`src/logic/esm_pkg.sv`:
```
// constants shared by the experiment state machine command block
//
// Contract
// - each input line holds own next-state target
// - host trigger moves only if state enables
// - run starts; stop halts, returns to initial
// - reset command soft-resets run control, state table, line targets, loopback and transmitter
// - clear-state restores edited state to defaults
// - timer request answered later by timer event
// - transition reported only if new state notifies
// - serial write while transmitter ready sends exactly one byte
// - loopback XY replaces analog inputs when loaded
// - analog XY request returns data with event
// - pointer XY request returns data with event
package esm_pkg;
  localparam int unsigned STATE_COUNT = 16;      // states held in the table
  localparam int unsigned STATE_W = 4;           // state index width
  localparam int unsigned LINE_COUNT = 16;       // digital input lines
  localparam int unsigned TIMER_W = 32;          // global timer width
  localparam int unsigned XY_W = 16;             // one XY coordinate
  localparam logic [3:0] INIT_STATE = 4'h0;      // state after stop or reset
  localparam logic DEF_SW_ENABLE = 1'b0;         // default host trigger enable
  localparam logic DEF_NOTIFY = 1'b0;            // default host notify flag
  localparam logic [3:0] DEF_SW_TARGET = 4'h0;   // default host trigger target
  localparam logic [3:0] DEF_LINE_TARGET = 4'h0; // line target after reset
  localparam int unsigned CLOCK_HZ = 200000000;  // system clock rate
  localparam int unsigned BAUD_RATE = 115200;    // serial bit rate
  localparam int unsigned BIT_CYCLES = CLOCK_HZ / BAUD_RATE; // rounded down
  localparam int unsigned FRAME_BITS = 10;       // start, 8 data, stop
  // run control state
  typedef enum logic [0:0] {
    ESM_IDLE = 1'b0,
    ESM_RUN = 1'b1
  } esm_run_t;
  // serial transmitter state
  typedef enum logic [0:0] {
    ESM_TX_IDLE = 1'b0,
    ESM_TX_SEND = 1'b1
  } esm_tx_t;
endpackage

```
`src/logic/esm_serial_if.sv`:
```
// byte hand-off between the command block and its serial transmitter
`timescale 1ns/10ps
interface esm_serial_if;
  logic valid;      // byte offered
  logic [7:0] data; // byte to send
  logic ready;      // transmitter idle
  logic abort;      // soft reset of transmitter
  modport src (output valid, output data, output abort, input ready);
  modport snk (input valid, input data, input abort, output ready);
endinterface

```
`src/logic/esm_host_cmd.sv`:
```
// host command interpreter and event source of the experiment state machine
`timescale 1ns/10ps
module esm_host_cmd (
  input wire logic clock,
  input wire logic rst,
  input wire logic runCmd,
  input wire logic stopCmd,
  input wire logic resetCmd,
  input wire logic clearStateCmd,
  input wire logic downloadStateCmd,
  input wire logic [3:0] editState,
  input wire logic editSwEventEnable,
  input wire logic editHostNotifyEnable,
  input wire logic [3:0] editSwTarget,
  input wire logic inputLineTargetSet,
  input wire logic inputLineTargetGet,
  input wire logic [3:0] targetLine,
  input wire logic [3:0] targetState,
  output logic [3:0] targetValue,
  output logic targetValid,
  input wire logic hostTriggerCmd,
  input wire logic timerValuesRequest,
  input wire logic [31:0] timer1In,
  input wire logic [31:0] timer2In,
  output logic timerValuesEvent,
  output logic [31:0] timer1Value,
  output logic [31:0] timer2Value,
  input wire logic serialByteWrite,
  input wire logic [7:0] serialByte,
  output logic serialReady,
  output logic serialTx,
  input wire logic loopbackXyLoad,
  input wire logic [15:0] loopbackX,
  input wire logic [15:0] loopbackY,
  input wire logic [15:0] analogX,
  input wire logic [15:0] analogY,
  input wire logic analogXyRequest,
  output logic analogXyEvent,
  output logic [15:0] xyX,
  output logic [15:0] xyY,
  input wire logic [15:0] pointerX,
  input wire logic [15:0] pointerY,
  input wire logic pointerXyRequest,
  output logic pointerXyEvent,
  output logic [15:0] ptrX,
  output logic [15:0] ptrY,
  input wire logic [15:0] digitalIn,
  output logic [3:0] currentState,
  output logic running,
  output logic transitionEvent,
  output logic inputChangeEvent
);
  // lowest set line wins
  function automatic logic [3:0] first_line(input logic [15:0] v);
    logic [3:0] r;
    r = 4'h0;
    for (int i = esm_pkg::LINE_COUNT - 1; i >= 0; i--)
      if (v[i])
        r = 4'(i);
    return r;
  endfunction

  esm_serial_if serLink (); // byte path to transmitter

  logic [15:0] sync1_q, sync2_q, sync3_q; // pin synchroniser
  logic [15:0] lvl_q, lvl_d;              // filtered line levels
  logic [15:0] agree;                     // second and third stages match
  logic [15:0] rise;                      // qualified rising edges
  esm_pkg::esm_run_t run_q, run_d;        // running or idle
  logic [3:0] cur_q, cur_d;               // active state
  logic [15:0] swEn_q, swEn_d;            // host trigger enable per state
  logic [15:0] notify_q, notify_d;        // host notify flag per state
  logic [3:0] swTgt_q [16];               // host trigger target per state
  logic [3:0] swTgt_d [16];
  logic [3:0] lineTgt_q [16];             // next state per input line
  logic [3:0] lineTgt_d [16];
  logic loopOn_q, loopOn_d;               // loopback replaces analog
  logic [15:0] loopX_q, loopX_d, loopY_q, loopY_d;
  logic [3:0] tgtVal_q, tgtVal_d;
  logic tgtValid_q, tgtValid_d;
  logic tmrEv_q, tmrEv_d;
  logic [31:0] tmr1_q, tmr1_d, tmr2_q, tmr2_d;
  logic xyEv_q, xyEv_d, ptEv_q, ptEv_d;
  logic [15:0] xyX_q, xyX_d, xyY_q, xyY_d, ptX_q, ptX_d, ptY_q, ptY_d;
  logic trEv_q, trEv_d, inEv_q, inEv_d;
  logic swFire;                           // host trigger honoured

  assign agree = ~(sync2_q ^ sync3_q);
  assign lvl_d = (sync3_q & agree) | (lvl_q & ~agree);
  assign rise = lvl_d & ~lvl_q;
  assign swFire = hostTriggerCmd && (run_q == esm_pkg::ESM_RUN) && swEn_q[cur_q];

  assign serLink.valid = serialByteWrite && !resetCmd;
  assign serLink.data = serialByte;
  assign serLink.abort = resetCmd;
  assign serialReady = serLink.ready;

  esm_serial_tx uTx (
    .clock(clock),
    .rst(rst),
    .link(serLink),
    .serialTx(serialTx)
  );

  // next values of run control, state table and replies
  always_comb
  begin
    run_d = run_q;
    cur_d = cur_q;
    swEn_d = swEn_q;
    notify_d = notify_q;
    swTgt_d = swTgt_q;
    lineTgt_d = lineTgt_q;
    loopOn_d = loopOn_q;
    loopX_d = loopX_q;
    loopY_d = loopY_q;
    tgtVal_d = tgtVal_q;
    tgtValid_d = 1'b0;
    tmrEv_d = 1'b0;
    tmr1_d = tmr1_q;
    tmr2_d = tmr2_q;
    xyEv_d = 1'b0;
    xyX_d = xyX_q;
    xyY_d = xyY_q;
    ptEv_d = 1'b0;
    ptX_d = ptX_q;
    ptY_d = ptY_q;
    trEv_d = 1'b0;
    inEv_d = 1'b0;
    // run control and transitions
    if (stopCmd)
    begin
      run_d = esm_pkg::ESM_IDLE;
      cur_d = esm_pkg::INIT_STATE;
    end
    else if (run_q == esm_pkg::ESM_RUN)
    begin
      if (swFire)
      begin
        cur_d = swTgt_q[cur_q];
        trEv_d = notify_q[swTgt_q[cur_q]];
      end
      else if (rise != 16'h0000)
      begin
        cur_d = lineTgt_q[first_line(rise)];
        trEv_d = notify_q[cur_d];
        inEv_d = notify_q[cur_d];
      end
    end
    else if (runCmd)
      run_d = esm_pkg::ESM_RUN;
    // editing of the state table
    if (clearStateCmd)
    begin
      swEn_d[editState] = esm_pkg::DEF_SW_ENABLE;
      notify_d[editState] = esm_pkg::DEF_NOTIFY;
      swTgt_d[editState] = esm_pkg::DEF_SW_TARGET;
    end
    if (downloadStateCmd)
    begin
      // edits become visible only here
      swEn_d[editState] = editSwEventEnable;
      notify_d[editState] = editHostNotifyEnable;
      swTgt_d[editState] = editSwTarget;
    end
    if (inputLineTargetSet)
      lineTgt_d[targetLine] = targetState;
    if (inputLineTargetGet)
    begin
      tgtVal_d = lineTgt_q[targetLine];
      tgtValid_d = 1'b1;
    end
    // split timer read
    if (timerValuesRequest)
    begin
      tmr1_d = timer1In;
      tmr2_d = timer2In;
      tmrEv_d = 1'b1;
    end
    if (loopbackXyLoad)
    begin
      loopOn_d = 1'b1;
      loopX_d = loopbackX;
      loopY_d = loopbackY;
    end
    if (analogXyRequest)
    begin
      xyX_d = loopOn_q ? loopX_q : analogX;
      xyY_d = loopOn_q ? loopY_q : analogY;
      xyEv_d = 1'b1;
    end
    if (pointerXyRequest)
    begin
      ptX_d = pointerX;
      ptY_d = pointerY;
      ptEv_d = 1'b1;
    end
    // soft reset overrides run control, state table, line targets and loopback
    if (resetCmd)
    begin
      run_d = esm_pkg::ESM_IDLE;
      cur_d = esm_pkg::INIT_STATE;
      swEn_d = {16{esm_pkg::DEF_SW_ENABLE}};
      notify_d = {16{esm_pkg::DEF_NOTIFY}};
      for (int i = 0; i < esm_pkg::STATE_COUNT; i++)
      begin
        swTgt_d[i] = esm_pkg::DEF_SW_TARGET;
        lineTgt_d[i] = esm_pkg::DEF_LINE_TARGET;
      end
      loopOn_d = 1'b0;
      trEv_d = 1'b0;
      inEv_d = 1'b0;
    end
  end

  // register synchroniser, table and replies
  always_ff @(posedge clock or posedge rst)
  begin
    if (rst)
    begin
      sync1_q <= 16'h0000;
      sync2_q <= 16'h0000;
      sync3_q <= 16'h0000;
      lvl_q <= 16'h0000;
      run_q <= esm_pkg::ESM_IDLE;
      cur_q <= esm_pkg::INIT_STATE;
      swEn_q <= {16{esm_pkg::DEF_SW_ENABLE}};
      notify_q <= {16{esm_pkg::DEF_NOTIFY}};
      for (int i = 0; i < esm_pkg::STATE_COUNT; i++)
      begin
        swTgt_q[i] <= esm_pkg::DEF_SW_TARGET;
        lineTgt_q[i] <= esm_pkg::DEF_LINE_TARGET;
      end
      loopOn_q <= 1'b0;
      {loopX_q, loopY_q, xyX_q, xyY_q, ptX_q, ptY_q} <= 96'h0;
      {tgtVal_q, tgtValid_q, tmrEv_q, xyEv_q, ptEv_q, trEv_q, inEv_q} <= 10'h000;
      {tmr1_q, tmr2_q} <= 64'h0;
    end
    else
    begin
      sync1_q <= digitalIn;
      sync2_q <= sync1_q;
      sync3_q <= sync2_q;
      lvl_q <= lvl_d;
      run_q <= run_d;
      cur_q <= cur_d;
      swEn_q <= swEn_d;
      notify_q <= notify_d;
      swTgt_q <= swTgt_d;
      lineTgt_q <= lineTgt_d;
      loopOn_q <= loopOn_d;
      {loopX_q, loopY_q, xyX_q, xyY_q, ptX_q, ptY_q} <=
        {loopX_d, loopY_d, xyX_d, xyY_d, ptX_d, ptY_d};
      {tgtVal_q, tgtValid_q, tmrEv_q, xyEv_q, ptEv_q, trEv_q, inEv_q} <=
        {tgtVal_d, tgtValid_d, tmrEv_d, xyEv_d, ptEv_d, trEv_d, inEv_d};
      {tmr1_q, tmr2_q} <= {tmr1_d, tmr2_d};
    end
  end

  assign targetValue = tgtVal_q;
  assign targetValid = tgtValid_q;
  assign timerValuesEvent = tmrEv_q;
  assign timer1Value = tmr1_q;
  assign timer2Value = tmr2_q;
  assign analogXyEvent = xyEv_q;
  assign xyX = xyX_q;
  assign xyY = xyY_q;
  assign pointerXyEvent = ptEv_q;
  assign ptrX = ptX_q;
  assign ptrY = ptY_q;
  assign currentState = cur_q;
  assign running = (run_q == esm_pkg::ESM_RUN);
  assign transitionEvent = trEv_q;
  assign inputChangeEvent = inEv_q;
endmodule

```
`src/logic/esm_serial_tx.sv`:
```
// asynchronous serial transmitter, one byte per accepted request
`timescale 1ns/10ps
module esm_serial_tx (
  input wire logic clock,
  input wire logic rst,
  esm_serial_if.snk link,
  output logic serialTx
);
  esm_pkg::esm_tx_t state_q, state_d; // idle or sending
  logic [9:0] shift_q, shift_d;       // frame being shifted out
  logic [3:0] bits_q, bits_d;         // bits left in frame
  logic [15:0] cnt_q, cnt_d;          // cycles left in bit
  logic tx_q, tx_d;                   // line level

  assign link.ready = (state_q == esm_pkg::ESM_TX_IDLE);
  assign serialTx = tx_q;

  // next values of the transmitter
  always_comb
  begin
    state_d = state_q;
    shift_d = shift_q;
    bits_d = bits_q;
    cnt_d = cnt_q;
    tx_d = tx_q;
    if (link.abort)
    begin
      state_d = esm_pkg::ESM_TX_IDLE;
      tx_d = 1'b1;
    end
    else
    begin
      unique case (state_q)
        esm_pkg::ESM_TX_IDLE:
        begin
          if (link.valid)
          begin
            // one frame per request
            shift_d = {1'b1, link.data, 1'b0};
            bits_d = 4'(esm_pkg::FRAME_BITS);
            cnt_d = 16'h0000;
            state_d = esm_pkg::ESM_TX_SEND;
          end
        end
        esm_pkg::ESM_TX_SEND:
        begin
          if (cnt_q == 16'h0000)
          begin
            // start next bit or finish frame
            if (bits_q == 4'h0)
            begin
              state_d = esm_pkg::ESM_TX_IDLE;
              tx_d = 1'b1;
            end
            else
            begin
              tx_d = shift_q[0];
              shift_d = {1'b1, shift_q[9:1]};
              bits_d = bits_q - 4'h1;
              cnt_d = 16'(esm_pkg::BIT_CYCLES - 1);
            end
          end
          else
          begin
            cnt_d = cnt_q - 16'h0001;
          end
        end
      endcase
    end
  end

  // register the transmitter
  always_ff @(posedge clock or posedge rst)
  begin
    if (rst)
    begin
      state_q <= esm_pkg::ESM_TX_IDLE;
      shift_q <= 10'h3ff;
      bits_q <= 4'h0;
      cnt_q <= 16'h0000;
      tx_q <= 1'b1;
    end
    else
    begin
      state_q <= state_d;
      shift_q <= shift_d;
      bits_q <= bits_d;
      cnt_q <= cnt_d;
      tx_q <= tx_d;
    end
  end
endmodule

```
`config.mk`:
```
export PLATFORM = sky130hd
export DESIGN_NAME = esm_host_cmd
export DESIGN_NICKNAME = d
export VERILOG_FILES = /design/src/logic/esm_pkg.sv /design/src/logic/esm_serial_if.sv /design/src/logic/esm_host_cmd.sv /design/src/logic/esm_serial_tx.sv
export SDC_FILE = /design/constraint.sdc
export NUM_CORES = 1
export LEC_CHECK = 0
export BUFFER_PORTS_ARGS = -buffer_cell sky130_fd_sc_hd__buf_2
export CELL_PAD_IN_SITES_DETAIL_PLACEMENT = 0
export CELL_PAD_IN_SITES_GLOBAL_PLACEMENT = 1
export CORE_ASPECT_RATIO = 1.1
export CORE_MARGIN = 1.5
export CORE_UTILIZATION = 45
export CTS_CLUSTER_DIAMETER = 80
export CTS_CLUSTER_SIZE = 40
export DETAILED_ROUTE_END_ITERATION = 8
export PLACE_DENSITY = 0.85
export REMOVE_ABC_BUFFERS = 1
export SKIP_CTS_REPAIR_TIMING = 1
export SYNTH_ARGS = -nofsm -noshare
export SYNTH_HDL_FRONTEND = slang
export SYNTH_HIERARCHICAL = 1
export SYNTH_SLANG_ARGS = --single-unit
```
`constraint.sdc`:
```
create_clock -name clock -period 19.2 [get_ports clock]
set_input_delay 3.84 -clock clock [delete_from_list [all_inputs] [get_ports clock]]
set_output_delay 3.84 -clock clock [all_outputs]
set_load 0.02 [all_outputs]
```
==> key figures <==
Run status
  – Status: completed

Die
  – Die Wd: 200 microns
  – Core Region: around 42,000 sq um
  – FP Rows: 79
  – Die Y: around 220 microns
  – Initial core utilization: a little under half
  – DIE AREA: 43,900 sq um
  – I/O pins: 362

Synthesis
  – Seq/Total Area, Yosys: 56.2%
  – Asr flop ratio synth: 100%
  – Number of synthesized flops with an enable pin: 0
  – XOR/XNOR share of the synthesized area: 0.228%
  – Syn avg cell area: 12.5 sq um
  – Top_reg_cell synth: dfrtp_1
  – Adder-cell share of the synthesized area: 0.977%
  – Fraction of the mapped netlist area in compound gates: under 10%
  – Post-synthesis mux area share: 21.4%
  – Cell variety after synth: 79
  – Post-Syn Instances: 1,535
  – Flop and latch count out of synthesis: 431
  – Synth Area in Simple Gates: 10.3%
  – Synth Warn #: 6
  – Largest family of logic cells by synthesized area: multiplexers
  – Cell area after synthesis: 19,200 sq um

Global route
  – Initial antenna violation count: 13
  – Global-route wire length before repair: 79,400 microns
  – Total GRT Usage: 23.4%
  – Total grt overflow: 0
  – Vias in the first global route: 14,100
  – Largest net degree at the start of global routing: 106

Routing
  – Drt first-iter violations: 909
  – Routed vias/inst: 5.64
  – Drt drc: 0
  – Post-detailed-route wirelength per cell: 20.9 microns
  – Routed vias: 13,700
  – Total wire length: around 51,000 microns
  – Final ANT Viol Nets: 0
  – Drt first pass iters: 5

CTS
  – Root buf cell: clkbuf_16
  – CTS tree: done
  – Max clock buf depth: 3
  – Clock sink count: 431
  – # H-tree levels: 1
  – Worst-skew pair later-pin latency: 0.60 ns
  – Clk pin slew, worst setup/hold paths: 0.13 ns
  – Cts bufs inserted: 24

Worst setup path
  – R2R cell count: 12
  – Max incr delay on CP: 0.89 ns
  – Worst-path maximum fanout: 24
  – Kind of critical path: register to primary output
  – Critical path required time: 15.36 ns
  – Highest-delay cell along the critical path: dfrtp_1
  – Crit path buffers/inverters: 2
  – CP Capture Type: primary output
  – Worst path cell trace: inv_1 -> buf_2
  – Setup crit start kind: register
  – Critical Path Source: uTx/state_q
  – Crit path depth: 2
  – Reg-to-reg setup timing slack: between 10 and 15 ns
  – Setup crit end: serialReady
  – R2R Path End: inputChangeEvent
  – Critical path arrival: 2.09 ns
  – R2r startpoint: sync2_q[14]
  – Delay-heaviest family, CP: flip-flops

Timing
  – Final setup vio count: 0
  – RSZ-0062 raised after global routing: no
  – Setup TNS: 0 ns
  – Min Hold Slack: 0.364 ns
  – Final period utilization: 30.9%
  – Worst-Margin Slew: 1.18 ns
  – Tmin final: between 5 and 6 ns
  – Fmax: 0.169 GHz
  – Fin. Hold Viols: 0
  – Worst setup margin: 13.27 ns
  – Max_slew headroom: between 20% and 30%
  – Pins Over Slew Limit: 0
  – Layout Skew: roughly 0.044 ns

Placement
  – Cell total after placement: around 2,400
  – Port Buffers: 361
  – Dpl hpwl: 36,400 microns
  – Final GP Congestion: roughly 0.9
  – Dpl ws: 12.57 ns

Pwr
  – Pleak: 10.2 nW
  – Internal power: 1.41 mW
  – Switching share of power: a little under a third
  – Clock Power Share: 32.7%
  – Part of the power in registers: 50.2%
  – Gate power share: ~17%
  – P_sw: 0.662 mW
  – Maximum vdd ir drop: 0.103 mV
  – Power Density: 92.3 nW/um^2

Layout
  – Fin cells: 2,433
  – Proportion of layout cells with a drive suffix above 1: 35.4%
  – FILL cells: 3,656
  – Nets@finish: 2,061
  – Area grow syn2layout: 17.2%

Flow run
  – Max cap viols: 0

Worst hold path
  – Hold Crit Class: register to register
-- power groups by stage --
stage	registers (mW)	logic [mW]	clock network, mW
detailed placement	1.06	0.358	0
CTS	1.04	0.359	0.699
global placement	1.06	0.349	0
global route	1.05	0.389	0.730
floorplan	1.08	0.194	0
finish	1.04	0.356	0.678
-- cells in the mapped netlist (all sizes together), types with 3 or more instances --
cell type / n / area [sq um]
inv: 12 / 45.0
a22oi: 99 / 757
and3b: 10 / 87.6
a21oi: 57 / 293
dfrtp: 421 / 10500
xnor2: 5 / 43.8
nor2: 246 / 945
a2111oi: 10 / 126
or2: 4 / 25.0
a211oi: 4 / 30.0
nand4: 3 / 18.8
nand3b: 13 / 101
ha: 3 / 37.5
and3: 4 / 25.0
clkbuf: 66 / 248
buf: 26 / 140
or3: 5 / 31.3
nor4: 7 / 65.1
a31oi: 5 / 31.3
maj3: 15 / 150
o21ai: 26 / 130
mux4: 58 / 1310
nand3: 21 / 120
o211ai: 5 / 37.5
nand2b: 10 / 62.6
dfstp: 10 / 263
nand2: 65 / 244
mux2i: 111 / 1110
mux2: 151 / 1700
nor2b: 5 / 31.3
nor3: 20 / 110
-- sequential cells by signal (all words and copies together), names as in the netlist, 32 cells and up --
name         count
swTgt_q         64
timer2Value     32
timer1Value     32
lineTgt_q       64
-- how the worst min path moves through the flow --
stage,startpoint,end,slack [ns],depth (start not counted)
2_1_floorplan,sync1_q[0],sync2_q[0],0.33,0
3_3_place_gp,sync1_q[0],sync2_q[0],0.33,0
3_5_place_dp,sync1_q[7],sync2_q[7],0.34,0
4_1_cts,sync1_q[7],sync2_q[7],0.37,0
5_1_grt,sync1_q[5],sync2_q[5],0.37,0
6_report,sync1_q[7],sync2_q[7],0.36,0
-- logic make-up (layout without fill, tap and decap cells) --
| family | Yosys count | after routing |
|---|---|---|
| AO/OA/AOI/OAI | 234 | 234 |
| XOR/XNOR | 5 | 5 |
| adder cells (fa/ha/maj) | 18 | 18 |
| buffers and inverters | 104 | 428 |
| flip-flops | 431 | 431 |
| multiplexers | 320 | 320 |
| other | 0 | 7 |
| AND/OR/NAND/NOR | 423 | 423 |
-- per-stage QoR --
stage / cell area, sq um / power [mW] / utilization, %
after detailed placement: 21400 / 1.42 / 50.8
final: 22500 / 2.08 / 53.3
after global placement: 21400 / 1.40 / 50.8
after global routing: 22500 / 2.17 / 53.3
after floorplan: 18800 / 1.28 / -
after CTS: 22500 / 2.10 / 53.3
-- worst reg2reg max path: stages (launching register included) --
cell and delay [ns]:
dfrtp_1 0.41, and3b_1 0.21, o211ai_1 0.19, nor4b_1 0.38, o21ai_0 0.31, nand2_1 0.66, a211oi_1 0.24, nor4_4 0.64
mux2_2 0.42, or3_1 0.30, and4b_1 0.21, a31oi_1 0.20, o21ai_0 0.12
-- per-layer routing --
layer | vias up | track usage (%) | part of all wire, %
li1 | 6170 | - | -
met1 | 6903 | 29.5 | 40
met2 | 544 | 39.8 | 50
met3 | 100 | 4.53 | 6.9
met4 | 4 | 8.92 | 3.5
met5 | - | 0 | 0.053
-- layout by cell type (no fill, tap or decap), drive strengths merged, types with 3 or more instances in the layout --
| cell type | synthesis | routed |
|---|---|---|
| dfstp | 10 | 10 |
| o21ai | 26 | 26 |
| mux4 | 58 | 58 |
| a2111oi | 10 | 10 |
| maj3 | 15 | 15 |
| a211oi | 4 | 4 |
| inv | 12 | 20 |
| dfrtp | 421 | 421 |
| nor2b | 5 | 5 |
| nand3b | 13 | 13 |
| mux2i | 111 | 111 |
| clkinv | 0 | 10 |
| a22oi | 99 | 99 |
| nor2 | 246 | 246 |
| a21oi | 57 | 57 |
| nor3 | 20 | 20 |
| clkbuf | 66 | 25 |
| nand4 | 3 | 3 |
| nand2b | 10 | 10 |
| diode | 0 | 7 |
| or3 | 5 | 5 |
| and3 | 4 | 4 |
| nand3 | 21 | 21 |
| mux2 | 151 | 151 |
| ha | 3 | 3 |
| a31oi | 5 | 5 |
| and3b | 10 | 10 |
| nor4 | 7 | 7 |
| xnor2 | 5 | 5 |
| buf | 26 | 372 |
| or2 | 4 | 4 |
| o211ai | 5 | 5 |
| nand2 | 65 | 65 |
-- cell type report --
cell class	instances	area, sq um	area share, %
diodes	7	17.5	0.0779
clock buffers	25	626	2.78
clock inverters	19	424	1.89
inverters	12	52.6	0.234
multi-input cells	1000	7970	35.4
flip-flops and latches	431	10800	48.0
well taps	567	709	3.15
repair buffers	372	1900	8.44
No activity file was read; power rests on OpenSTA's default activity.
